## src/rtl/fault_capture_pkg.sv

```systemverilog
// Constants and carrier types for the fault status and fault address block.
// Assumes a 12-bit offset inside the system control space.
package fault_capture_pkg;

    localparam int ADDR_W = 32;
    localparam int OFS_W = 12;

    localparam logic [OFS_W-1:0] FAULT_STATUS_OFS = 12'hd28;
    localparam logic [OFS_W-1:0] HARD_FAULT_STATUS_OFS = 12'hd2c;
    localparam logic [OFS_W-1:0] MEMMANAGE_ADDR_OFS = 12'hd34;
    localparam logic [OFS_W-1:0] BUS_ADDR_OFS = 12'hd38;
    localparam logic [OFS_W-1:0] MPU_FIRST_OFS = 12'hd90;
    localparam logic [OFS_W-1:0] MPU_LAST_OFS = 12'hdbc;

    localparam int FORCED_BIT = 30;
    localparam int VECTOR_READ_BIT = 1;
    localparam int MEMMANAGE_VALID_BIT = 7;
    localparam int BUS_VALID_BIT = 15;

    localparam logic [ADDR_W-1:0] WORD_RESET = 32'h0000_0000;

    // One cycle pulses and addresses reported by the core
    typedef struct packed {
        logic forced_escalation;
        logic vector_read_fault;
        logic [ADDR_W-1:0] preempted_pc;
        logic memmanage_fault;
        logic [ADDR_W-1:0] memmanage_actual_addr;
        logic bus_fault;
        logic [ADDR_W-1:0] bus_request_addr;
    } fault_event_t;

    // System control space access from the core
    typedef struct packed {
        logic valid;
        logic write;
        logic privileged;
        logic [OFS_W-1:0] offset;
        logic [ADDR_W-1:0] wdata;
    } scs_access_t;

endpackage : fault_capture_pkg

```

## src/rtl/fault_status_address_capture.sv

```systemverilog
// Hard fault status flags and the two fault address capture registers.
// Assumes the core presents one access per cycle at most and fault events
// as one-cycle pulses on sys_clk; every answer comes one cycle later.
// Summary of operation
// - Set forced flag when a configurable fault escalates to hard fault.
// - Bit 1 of hard fault status reads 1 after a vector fetch bus fault.
// - On vector read fault, stacked PC is the preempted instruction.
// - Vector read flag clears only by writing 1; writing 0 keeps it.
// - Memory management address register at 0xD34 captures faulting address.
// - Unaligned memory management fault records the actual faulting address.
// - Captured address may be anywhere within the requested access span.
// - Memory management address meaningful only while its valid flag is set.
// - Bus fault address register at 0xD38 captures faulting address.
// - Unaligned bus fault records the address the instruction requested.
// - Bus fault address meaningful only while its valid flag is set.
// - Fault address registers accept only privileged accesses.
// - Memory protection registers accept only privileged accesses too.
`timescale 1ns/1ps
module fault_status_address_capture (
    input wire logic sys_clk,
    input wire logic reset,
    input wire fault_capture_pkg::fault_event_t fault_in,
    input wire fault_capture_pkg::scs_access_t access_in,
    output logic [31:0] read_data_reg,
    output logic access_done_reg,
    output logic access_error_reg,
    output logic [31:0] stacked_pc_reg,
    output logic forced_flag_reg,
    output logic vector_read_flag_reg
);

    logic [31:0] memmanage_fault_address_reg;
    logic [31:0] memmanage_fault_address_next;
    logic [31:0] bus_fault_address_reg;
    logic [31:0] bus_fault_address_next;
    logic memmanage_address_valid_reg;
    logic memmanage_address_valid_next;
    logic bus_address_valid_reg;
    logic bus_address_valid_next;
    logic forced_flag_next;
    logic vector_read_flag_next;
    logic [31:0] stacked_pc_next;
    logic [31:0] read_data_next;
    logic access_done_next;
    logic access_error_next;

    // Everything this block or the protection unit owns needs privilege
    function automatic logic privileged_only(
        input logic [fault_capture_pkg::OFS_W-1:0] ofs
    );
        privileged_only = (ofs == fault_capture_pkg::MEMMANAGE_ADDR_OFS) ||
            (ofs == fault_capture_pkg::BUS_ADDR_OFS) ||
            (ofs == fault_capture_pkg::HARD_FAULT_STATUS_OFS) ||
            (ofs == fault_capture_pkg::FAULT_STATUS_OFS) ||
            ((ofs >= fault_capture_pkg::MPU_FIRST_OFS) &&
             (ofs <= fault_capture_pkg::MPU_LAST_OFS));
    endfunction : privileged_only

    logic allowed;
    logic wr;
    logic [31:0] wd;

    always_comb begin
        allowed = access_in.valid &&
            (access_in.privileged || !privileged_only(access_in.offset));
        wr = allowed && access_in.write;
        wd = access_in.wdata;

        forced_flag_next = forced_flag_reg;
        vector_read_flag_next = vector_read_flag_reg;
        memmanage_fault_address_next = memmanage_fault_address_reg;
        bus_fault_address_next = bus_fault_address_reg;
        memmanage_address_valid_next = memmanage_address_valid_reg;
        bus_address_valid_next = bus_address_valid_reg;
        stacked_pc_next = stacked_pc_reg;
        read_data_next = 32'h0000_0000;
        access_done_next = access_in.valid;
        access_error_next = access_in.valid && !allowed;

        // Software writes first, so a fault in the same cycle overrides them, except an address fault whose valid is already set
        if (wr && access_in.offset == fault_capture_pkg::HARD_FAULT_STATUS_OFS)
        begin
            if (wd[fault_capture_pkg::FORCED_BIT]) begin
                forced_flag_next = 1'b0;
            end
            if (wd[fault_capture_pkg::VECTOR_READ_BIT]) begin
                vector_read_flag_next = 1'b0;
            end
        end else if (wr &&
                     access_in.offset == fault_capture_pkg::FAULT_STATUS_OFS)
        begin
            if (wd[fault_capture_pkg::MEMMANAGE_VALID_BIT]) begin
                memmanage_address_valid_next = 1'b0;
            end
            if (wd[fault_capture_pkg::BUS_VALID_BIT]) begin
                bus_address_valid_next = 1'b0;
            end
        end else if (wr &&
                     access_in.offset == fault_capture_pkg::MEMMANAGE_ADDR_OFS)
        begin
            memmanage_fault_address_next = wd;
        end else if (wr &&
                     access_in.offset == fault_capture_pkg::BUS_ADDR_OFS)
        begin
            bus_fault_address_next = wd;
        end

        if (allowed && !access_in.write) begin
            if (access_in.offset == fault_capture_pkg::HARD_FAULT_STATUS_OFS)
            begin
                read_data_next[fault_capture_pkg::FORCED_BIT] =
                    forced_flag_reg;
                read_data_next[fault_capture_pkg::VECTOR_READ_BIT] =
                    vector_read_flag_reg;
            end else if (access_in.offset ==
                         fault_capture_pkg::FAULT_STATUS_OFS) begin
                read_data_next[fault_capture_pkg::MEMMANAGE_VALID_BIT] =
                    memmanage_address_valid_reg;
                read_data_next[fault_capture_pkg::BUS_VALID_BIT] =
                    bus_address_valid_reg;
            end else if (access_in.offset ==
                         fault_capture_pkg::MEMMANAGE_ADDR_OFS) begin
                read_data_next = memmanage_fault_address_reg;
            end else if (access_in.offset ==
                         fault_capture_pkg::BUS_ADDR_OFS) begin
                read_data_next = bus_fault_address_reg;
            end
        end

        if (fault_in.forced_escalation) begin
            forced_flag_next = 1'b1;
        end
        if (fault_in.vector_read_fault) begin
            vector_read_flag_next = 1'b1;
            stacked_pc_next = fault_in.preempted_pc;
        end
        // The first fault address is kept until software clears its valid
        if (fault_in.memmanage_fault && !memmanage_address_valid_reg) begin
            memmanage_fault_address_next =
                fault_in.memmanage_actual_addr;
            memmanage_address_valid_next = 1'b1;
        end
        if (fault_in.bus_fault && !bus_address_valid_reg) begin
            bus_fault_address_next = fault_in.bus_request_addr;
            bus_address_valid_next = 1'b1;
        end
    end

    always_ff @(posedge sys_clk) begin
        if (reset) begin
            forced_flag_reg <= 1'b0;
            vector_read_flag_reg <= 1'b0;
            memmanage_fault_address_reg <= fault_capture_pkg::WORD_RESET;
            bus_fault_address_reg <= fault_capture_pkg::WORD_RESET;
            memmanage_address_valid_reg <= 1'b0;
            bus_address_valid_reg <= 1'b0;
            stacked_pc_reg <= fault_capture_pkg::WORD_RESET;
            read_data_reg <= fault_capture_pkg::WORD_RESET;
            access_done_reg <= 1'b0;
            access_error_reg <= 1'b0;
        end else begin
            forced_flag_reg <= forced_flag_next;
            vector_read_flag_reg <= vector_read_flag_next;
            memmanage_fault_address_reg <= memmanage_fault_address_next;
            bus_fault_address_reg <= bus_fault_address_next;
            memmanage_address_valid_reg <= memmanage_address_valid_next;
            bus_address_valid_reg <= bus_address_valid_next;
            stacked_pc_reg <= stacked_pc_next;
            read_data_reg <= read_data_next;
            access_done_reg <= access_done_next;
            access_error_reg <= access_error_next;
        end
    end

    a_forced_flag_set: assert property (
        @(posedge sys_clk) disable iff (reset)
        fault_in.forced_escalation |=> forced_flag_reg [*1] ##1
        (forced_flag_reg || $past(access_in.valid && access_in.write)))
        else $error("forced flag not held after escalation");

    a_vector_flag_read: assert property (
        @(posedge sys_clk) disable iff (reset)
        (access_in.valid && access_in.privileged && !access_in.write &&
         access_in.offset == fault_capture_pkg::HARD_FAULT_STATUS_OFS)
        |=> read_data_reg[1] == $past(vector_read_flag_reg))
        else $error("vector read flag readback wrong");

    a_stacked_pc_match: assert property (
        @(posedge sys_clk) disable iff (reset)
        fault_in.vector_read_fault |=>
        (stacked_pc_reg == $past(fault_in.preempted_pc)) &&
        vector_read_flag_reg)
        else $error("stacked pc is not the preempted one");

    a_vector_write_zero: assert property (
        @(posedge sys_clk) disable iff (reset)
        vector_read_flag_reg && !(access_in.valid && access_in.write &&
        access_in.wdata[1]) |=> vector_read_flag_reg)
        else $error("vector read flag lost without a one write");

    a_vector_write_one: assert property (
        @(posedge sys_clk) disable iff (reset)
        (access_in.valid && access_in.write && access_in.privileged &&
         access_in.wdata[1] && !fault_in.vector_read_fault &&
         access_in.offset == fault_capture_pkg::HARD_FAULT_STATUS_OFS)
        |=> !vector_read_flag_reg)
        else $error("vector read flag not cleared by one write");

    a_memmanage_capture: assert property (
        @(posedge sys_clk) disable iff (reset)
        fault_in.memmanage_fault && !memmanage_address_valid_reg |=>
        memmanage_address_valid_reg &&
        memmanage_fault_address_reg == $past(fault_in.memmanage_actual_addr))
        else $error("memory management address not captured");

    a_bus_capture: assert property (
        @(posedge sys_clk) disable iff (reset)
        fault_in.bus_fault && !bus_address_valid_reg |=>
        bus_address_valid_reg &&
        bus_fault_address_reg == $past(fault_in.bus_request_addr))
        else $error("bus fault requested address not captured");

    a_unpriv_refused: assert property (
        @(posedge sys_clk) disable iff (reset)
        (access_in.valid && !access_in.privileged &&
         privileged_only(access_in.offset)) |=>
        access_error_reg && access_done_reg && read_data_reg == 32'h0 &&
        ($stable(bus_fault_address_reg) || $past(fault_in.bus_fault)))
        else $error("unprivileged access was not refused");

    a_mpu_refused: assert property (
        @(posedge sys_clk) disable iff (reset)
        (access_in.valid && !access_in.privileged &&
         access_in.offset >= fault_capture_pkg::MPU_FIRST_OFS &&
         access_in.offset <= fault_capture_pkg::MPU_LAST_OFS) |=>
        access_error_reg)
        else $error("unprivileged protection access was not refused");

endmodule : fault_status_address_capture

```

## config.mk

```make
export PLATFORM = sky130hd
export DESIGN_NAME = fault_status_address_capture
export DESIGN_NICKNAME = d
export VERILOG_FILES = /design/src/rtl/fault_capture_pkg.sv /design/src/rtl/fault_status_address_capture.sv
export SDC_FILE = /design/constraint.sdc
export NUM_CORES = 1
export LEC_CHECK = 0
export ABC_CLOCK_PERIOD_IN_PS = 2340
export BUFFER_PORTS_ARGS = -buffer_cell sky130_fd_sc_hd__buf_2
export CAP_MARGIN = 20
export CORE_ASPECT_RATIO = 1.5
export CORE_MARGIN = 2
export CORE_UTILIZATION = 49
export DETAILED_ROUTE_END_ITERATION = 16
export PLACE_DENSITY = 0.8
export SETUP_SLACK_MARGIN = 0.2
export SLEW_MARGIN = 20
export SYNTH_ARGS = -nofsm -noshare
export SYNTH_HDL_FRONTEND = slang
export SYNTH_SLANG_ARGS = --single-unit
```

## constraint.sdc

```tcl
create_clock -name sys_clk -period 2.34 [get_ports sys_clk]
set_input_delay 0.351 -clock sys_clk [delete_from_list [all_inputs] [get_ports sys_clk]]
set_output_delay 0.351 -clock sys_clk [all_outputs]
set_load 0.02 [all_outputs]
```

==> reports/results.tsv, run 1 <==
metric	value	unit
crit_buf_inv	2	
synth_cell_types	35	
ys_ff_latch	134	
finalSetupTns	0	ns
n_antenna_cell	0	
core	0.01141	mm2
grt_pass1_wl	24950	um
ctsRootBufferMaster	clkbuf_16	
dieHeight	135.6	um
finalClockSkew	0.006460	ns
ioPinCount	217	
cts_tree	built	
gp_congestion	0.8674	
fmax	529.0	MHz
fin_crit_sh	80.79	%
hold_viol	0	
cp_slowest_stage_delay	0.43	ns
end_kind	register	
yosysSeqAreaShare	47.40	%
relSlewSlack	52.67	%
crit_path_start	access_in[35]	
fin_util	65.60	%
drive_gt1_share	36.34	%
track_usage	25.28	%
finalNetCount	912	
io_buffers	216	
synth_xor_area_share	0	%
cp_cell_sequence	buf_2, nand2_1, or3_4, a2111oi_4, buf_4, mux2i_1, a211oi_1	
initial_core_util	49.59	%
place_ws	0.06178	ns
p_per_area	816.6	mW/mm2
min_from	access_in[1]	
postCtsSetupRepairBufs	0	
antenna_found_initial	1	
drt_iter0_drc	236	
drtAntennaViolNets	0	
clk_pin_slew	0.06	ns
maxCapViolCount	0	
power	0.006113	W
routed_wl	15780	um
synth_top_family_by_area	multiplexers	
grt_pass1_vias	5238	
cts_buffers	17	
holdWs	0.1727	ns
critical_path.top_delay_family	compound AO/OA/AOI/OAI gates	
clock_latency	0.40	ns
die_w	91.75	um
synth_fa_ha_area_share	0	%
layout_setup_ws	0.4496	ns
synth_area	0.005659	mm2
critical_path_required	2.60	ns
arrival	2.15	ns
yosys_warnings	0	
cp_slowest_cell	a2111oi_4	
rsz0062_at_grt	no	
crit_type	primary input to register	
period_needed	1.890	ns
synth_compound_gate_area_share	15.54	%
fp-row-count	48	
grt_max_degree	67	
via_per_inst	5.618	
synthSimpleGateAreaFrac	13.11	%
r2r-start	bus_address_valid_reg	
wl_per_cell	17.05	um
maxSlewViolCount	0	
synthMuxAreaShare	16.98	%
h-tree-depth	4	
setup_viol	0	
cts.repair.resized	0	
status	finished, final reports clean	
cts.sinks	134	
grt_overflow_total	0	
drtPass1Iterations	5	
die_area	0.01244	mm2
ir_worst_vdd	0.0004792	V
syn2layout_area_growth	32.28	%
dp_hpwl	10790	um
critPathLaunchType	primary input	
avgSynthCellArea	10.20	um2
clockBufferDepth	2	
syn_nets	704	
power_leakage	3.192	nW
min_path_type	primary input to register	
worst_slew_pin_slew	0.7099	ns
syn_inst	555	
cts.hold.buffers_added	0	
drc	0	
critPathMaxFanout	13	
dr_total_vias	5202	
per-stage QoR:
step / area, um2 / cells
final: 7486 / 926
after global routing: 7486 / 926
after CTS: 7486 / 926
after detailed placement: 6798 / 894
after global placement: 6798 / 894
after floorplan: 5659 / 555
area by class of cell:
class	count	area, um2
fill	934	3925
inverter	3	11.26
timing repair buffer	237	1316
sequential	134	2683
tap	150	187.7
clock inverter	11	217.7
multi-input combinational	370	2600
clock buffer	21	470.5
worst reg2reg max path: stages (launching register included):
cell	delay, ns
dfxtp_1	0.38
nand2b_2	0.57
buf_12	0.29
nor2_1	0.06
a211oi_1	0.23
layout by cell type, fill, tap and decap left out, drive strengths merged:
cell type / n
and3: 3
buf: 237
a211o: 1
nand2: 8
a2111oi: 2
a21oi: 1
and4b: 2
nor4b: 1
o2bb2ai: 1
nor2b: 2
nor4: 1
nor3b: 2
clkinv: 2
a2bb2oi: 2
nor2: 107
nand3: 1
nor4bb: 1
a211oi: 64
bufinv: 6
dfxtp: 134
clkinvlp: 2
a22o: 2
a22oi: 32
and3b: 1
or3: 1
nor3: 30
a311oi: 4
a2111o: 1
mux2i: 96
nand2b: 2
and2b: 2
clkbuf: 21
inv: 4
synthesized netlist by cell type, drive strengths merged:
master	instances	area, um2
nor3b	2	15.01
a22oi	32	240.2
a311oi	4	35.03
a21oi	1	5.000
a211o	1	8.760
and3b	1	10.01
nor2b	2	12.51
nand3	1	10.01
and3	3	20.02
a2bb2oi	2	17.52
nor4	1	6.260
mux2i	96	960.9
nor4b	1	15.01
and4b	2	20.02
nand2	8	30.03
a2111oi	2	55.05
a2111o	1	11.26
o2bb2ai	1	8.760
buf	9	97.60
or3	1	11.26
nor3	30	150.1
dfxtp	134	2683
dlygate4sd3	8	80.08
a211oi	64	480.5
nor4bb	1	10.01
clkbuf	30	192.7
and2b	2	17.52
dlymetal6s4s	1	12.51
nand2b	2	12.51
nor2	107	401.6
inv	3	11.26
a22o	2	17.52
report_power, final:
group	leakage, nW	total, W	internal, W	switching [W]
clock	0.330	0.00306	0.00209	0.000970
combinational	1.76	0.000577	0.000258	0.000319
sequential	1.10	0.00248	0.00241	0.0000693
final timing paths:
kind	end	depth (start not counted)	slack, ns
worst min register to register	stacked_pc_reg[25]	2	0.49
worst max register to register	bus_fault_address_reg[13]	4	0.70
worst max-delay path	memmanage_fault_address_reg[21]	7	0.45
worst min-delay path	vector_read_flag_reg	2	0.17
per-layer routing:
metal | part of all wire [%] | up-vias | track usage (%)
met1 | 39 | 2437 | 28.39
li1 | - | 2433 | -
met3 | 7.8 | 53 | 6.900
met4 | 3.4 | 0 | 11.94
met5 | 0 | - | 0
met2 | 50 | 279 | 44.24
logic make-up after synthesis:
kind of cell | after synthesis
AO/OA/AOI/OAI | 110
buffers and inverters | 51
flip-flops | 134
multiplexers | 96
AND/OR/NAND/NOR | 164
(Power assumes the default switching activity.)
==> run 2, diff against run 1 <==
ABC_CLOCK_PERIOD_IN_PS = 1600   (was 2340)
CORE_UTILIZATION = 44   (was 49)
PLACE_DENSITY = 0.76   (was 0.8)
clock period = 1.6 ns   (was 2.34 ns; I/O delays follow)
==> run 2 against run 1 <==
The run now ends with negative setup slack left. First-iteration DRC count is 3.4% lower. Clock power is 37% higher. Clock-buffer cell count is 1 lower.
==> reports/results.tsv, run 2 (synthesized netlist as in run 1, its figures left out) <==
metric	value	unit
status	finished, violations left	
routed_wl	18590	um
dp_hpwl	11780	um
power_leakage	3.651	nW
place_inst	915	
cts.sinks	134	
fmax	598.6	MHz
critPathLaunchType	primary input	
clk_pin_slew	0.06	ns
ir_worst_vdd	0.0006935	V
cts_tree	built	
fin_cells	986	
initial_core_util	45.23	%
drc	0	
grt_pass1_wl	29030	um
io_buffers	216	
place_ws	-0.6037	ns
violations	negative setup slack	
via_per_inst	5.488	
critical_path_required	1.87	ns
fin_util	68.98	%
dieHeight	142.9	um
period_needed	1.671	ns
maxSlewViolCount	0	
rsz0062_at_grt	yes	
die_area	0.01380	mm2
hold_viol	0	
drtAntennaViolNets	0	
fp-row-count	50	
layout_setup_ws	-0.07057	ns
clockBufferDepth	2	
setup_viol	22	
grt_pass1_vias	5874	
drive_gt1_share	46.92	%
grt_overflow_total	0	
dr_total_vias	5411	
maxCapViolCount	0	
critPathMaxFanout	4	
antenna_found_initial	1	
fin_crit_sh	104.4	%
gp_congestion	0.8061	
worst_slew_pin_slew	0.5447	ns
min_path_type	primary input to register	
syn2layout_area_growth	52.51	%
wl_per_cell	18.85	um
drt_iter0_drc	228	
grt_max_degree	102	
final.fill_count	925	
end_kind	register	
layout_common_cells	207 x buf_2, 134 x dfxtp_1, 103 x nor2_1	
layout_commonest_cell	buf_2	
relSlewSlack	63.53	%
drtPass1Iterations	4	
core	0.01251	mm2
arrival	1.94	ns
track_usage	26.30	%
finalNetCount	965	
ioPinCount	217	
crit_type	primary input to register	
finalClockSkew	0.01064	ns
finalSetupTns	-0.4524	ns
p_per_area	1020	mW/mm2
clock_latency	0.41	ns
cts_buffers	17	
ctsRootBufferMaster	clkbuf_16	
h-tree-depth	4	
die_w	96.60	um
==> run 2: cell count changes in the layout (fill, tap and decap cells not counted), moves of 5 or more <==
cell / delta
buf_12: +13
buf_16: +6
buf_2: -8
buf_4: +17
buf_6: +13
buf_8: +11
mux2i_1: -7
mux2i_2: +6
nand2_1: -5
nor3_1: -29
nor3_2: +26
==> run 2: final timing paths <==
kind                              start  cells past startpoint  slack (ns)                        end
setup / recovery          access_in[34]                      9       -0.07  bus_fault_address_reg[21]
hold / removal             fault_in[72]                      3        0.07          stacked_pc_reg[6]
setup reg to reg  bus_address_valid_reg                      4        0.18  bus_fault_address_reg[25]
hold reg to reg      stacked_pc_reg[26]                      2        0.49         stacked_pc_reg[26]
==> run 2: layer usage <==
metal	track usage, %	wire (um)
met1	27.43	6767
met2	48.79	10070
met3	7.000	1229
met4	12.53	527
met5	0	0
==> run 2: cell type report <==
type	instances	area [um2]	share of cell area, %
antenna	1	2.502	0.02899
clock buffer	20	456.7	5.291
clock inverter	12	175.2	2.030
inverter	3	11.26	0.1305
multi-input combinational	370	2959	34.29
sequential	134	2683	31.08
tap	156	195.2	2.262
timing repair buffer	290	2148	24.89
==> run 2: timing repair <==
item                                    4_1_cts  5_1_grt
setup buffers                                22        7
endpoints found under the setup margin       98       98
cloned                                        9        0
pin swaps                                    18       28
hold buffers                                  0        0
resized for setup                            59       37
==> run 2: where the power goes <==
part,switching (W),internal [W]
Combinational,0.000520,0.000470
Clock,0.00149,0.00269
Sequential,0.000110,0.00352
==> run 2: through the flow <==
step | cell area [um2] | power, W | hold slack (ns)
2_1_floorplan | 5902 | 0.004191 | 0.3552
3_3_place_gp | 7138 | 0.004529 | 0.4699
3_5_place_dp | 7138 | 0.004580 | 0.4787
4_1_cts | 8406 | 0.008776 | 0.05802
5_1_grt | 8631 | 0.009093 | 0.06356
6_report | 8631 | 0.008802 | 0.06690
==> run 2: critical path: stages <==
cell and delay, ns:
buf_8 0.11, buf_4 0.14, and2b_2 0.24, nand2_2 0.09, a2111oi_4 0.34, buf_6 0.18
buf_8 0.14, mux2i_1 0.31, a211oi_1 0.14
==> run 3, diff against run 2 <==
CORE_ASPECT_RATIO = 0.9   (was 1.5)
==> run 3 against run 2 <==
The run still ends with negative setup slack left. Clock power fell by 1%. Hold slack got worse by 0.0074 ns. Wire length fell by 3.1%. Final cell count fell by 1.0%. Fmax fell by 0.30%. Combinational power fell by 2%. Global-route usage fell by 0.59 points. Utilization fell by 1.4 points. Cell area fell by 1.1%. Largest cell class unchanged. Total power fell by 0.83%.
==> reports/results.tsv, run 3 (synthesized netlist as in run 1, its figures left out) <==
metric	value	unit
min_path_type	primary input to register	
hold_viol	0	
die_area	0.01379	mm2
fin_crit_sh	104.7	%
die_w	123.5	um
critPathLaunchType	primary input	
use_met2	43.41	%
dieHeight	111.6	um
antenna_found_initial	1	
worst_slew_pin_slew	0.5009	ns
track_usage	25.71	%
place_ws	-0.5153	ns
rsz0062_at_grt	yes	
use_met3	8.965	%
grt_max_degree	102	
layout_common_cells	208 x buf_2, 134 x dfxtp_1, 105 x nor2_1	
critPathMaxFanout	6	
setup_viol	46	
cts.sinks	134	
finalNetCount	948	
drtPass1Iterations	4	
finalClockSkew	0.007738	ns
met1_usage	29.66	%
status	finished, violations left	
wl_per_cell	18.45	um
maxSlewViolCount	0	
cts_tree	built	
cts.hold.buffers_added	0	
routed_wl	18010	um
power	0.008729	W
dr_total_vias	5288	
fin_util	67.56	%
power_leakage	3.543	nW
drive_gt1_share	45.62	%
via_per_inst	5.418	
gp_congestion	0.7787	
final.fill_count	934	
ioPinCount	217	
clk_pin_slew	0.06	ns
clock_latency	0.42	ns
maxCapViolCount	0	
cts_buffers	17	
grt_pass1_wl	27210	um
period_needed	1.676	ns
critical_path_required	1.88	ns
drc	0	
arrival	1.96	ns
io_buffers	216	
violations	negative setup slack	
core	0.01264	mm2
initial_core_util	44.78	%
p_per_area	1022	mW/mm2
grt_pass1_vias	5441	
grt_overflow_total	0	
syn2layout_area_growth	50.87	%
drtAntennaViolNets	0	
clockBufferDepth	2	
crit_type	primary input to register	
top_usage_layer	met2	
fmax	596.8	MHz
relSlewSlack	66.60	%
dp_hpwl	11360	um
ctsRootBufferMaster	clkbuf_16	
drt_iter0_drc	323	
layout_setup_ws	-0.07565	ns
ir_worst_vdd	0.0009241	V
end_kind	register	
fp-row-count	39	
layout_commonest_cell	buf_2	
h-tree-depth	4	
## run 3: changes by cell type in the layout (fill, tap and decap cells not counted), sizes merged
cell | before | now
inv | 4 | 3
clkinv | 4 | 5
clkinvlp | 3 | 0
clkbuf | 21 | 27
buf | 289 | 268
## run 3: metal layers
layer  vias up  part of all wire (%)
met5         -                     0
met4         0                   1.9
met3        34                   8.4
met2       240                    48
met1      2503                    41
li1       2511                     -
## run 3: area by class of cell
class	instances	area (um2)	share of cell area, %
Clock inverter	9	148.9	1.744
Timing Repair Buffer	273	1943	22.76
Multi-Input combinational cell	370	3070	35.96
Inverter	3	11.26	0.1319
Antenna cell	1	2.502	0.02931
Sequential cell	134	2683	31.42
Clock buffer	22	474.2	5.554
Tap cell	164	205.2	2.403
## run 3: final timing paths
check | start | end | slack, ns | cells after the start
min | fault_in[70] | stacked_pc_reg[4] | 0.06 | 3
max | access_in[34] | memmanage_fault_address_reg[14] | -0.08 | 9
min reg2reg | stacked_pc_reg[4] | stacked_pc_reg[4] | 0.49 | 2
max reg2reg | bus_address_valid_reg | bus_fault_address_reg[15] | 0.32 | 4
## run 3: metrics by stage
stage          instance area [um2]  hold WS, ns  setup TNS [ns]  cells
5_1_grt                       8538      0.04766          -3.299    976
3_5_place_dp                  7141       0.4801          -40.19    922
2_1_floorplan                 5902       0.3552          -15.70    555
4_1_cts                       8228      0.04042         -0.3175    968
3_3_place_gp                  7141       0.4672          -34.71    922
6_report                      8538      0.05947          -1.323    976
## run 3: repair_timing
item,CTS,global route
cloned,6,4
pin swaps,16,22
hold endpoints to repair,0,0
buffers inserted,9,3
endpoints found under the setup margin,98,98
resized for setup,56,38
## run 3: worst max-delay path, stage by stage
cell and delay, ns:
buf_8 0.09, nand2_4 0.05, or3_4 0.41, buf_6 0.13, a2111oi_4 0.29, buf_6 0.24, buf_12 0.18, mux2i_2 0.23
a211oi_2 0.10
## run 3: power breakdown
part / leakage [nW] / switching, W / internal (W)
sequential: 1.10 / 0.000108 / 0.00352
clock: 0.310 / 0.00141 / 0.00271
combinational: 2.13 / 0.000514 / 0.000461
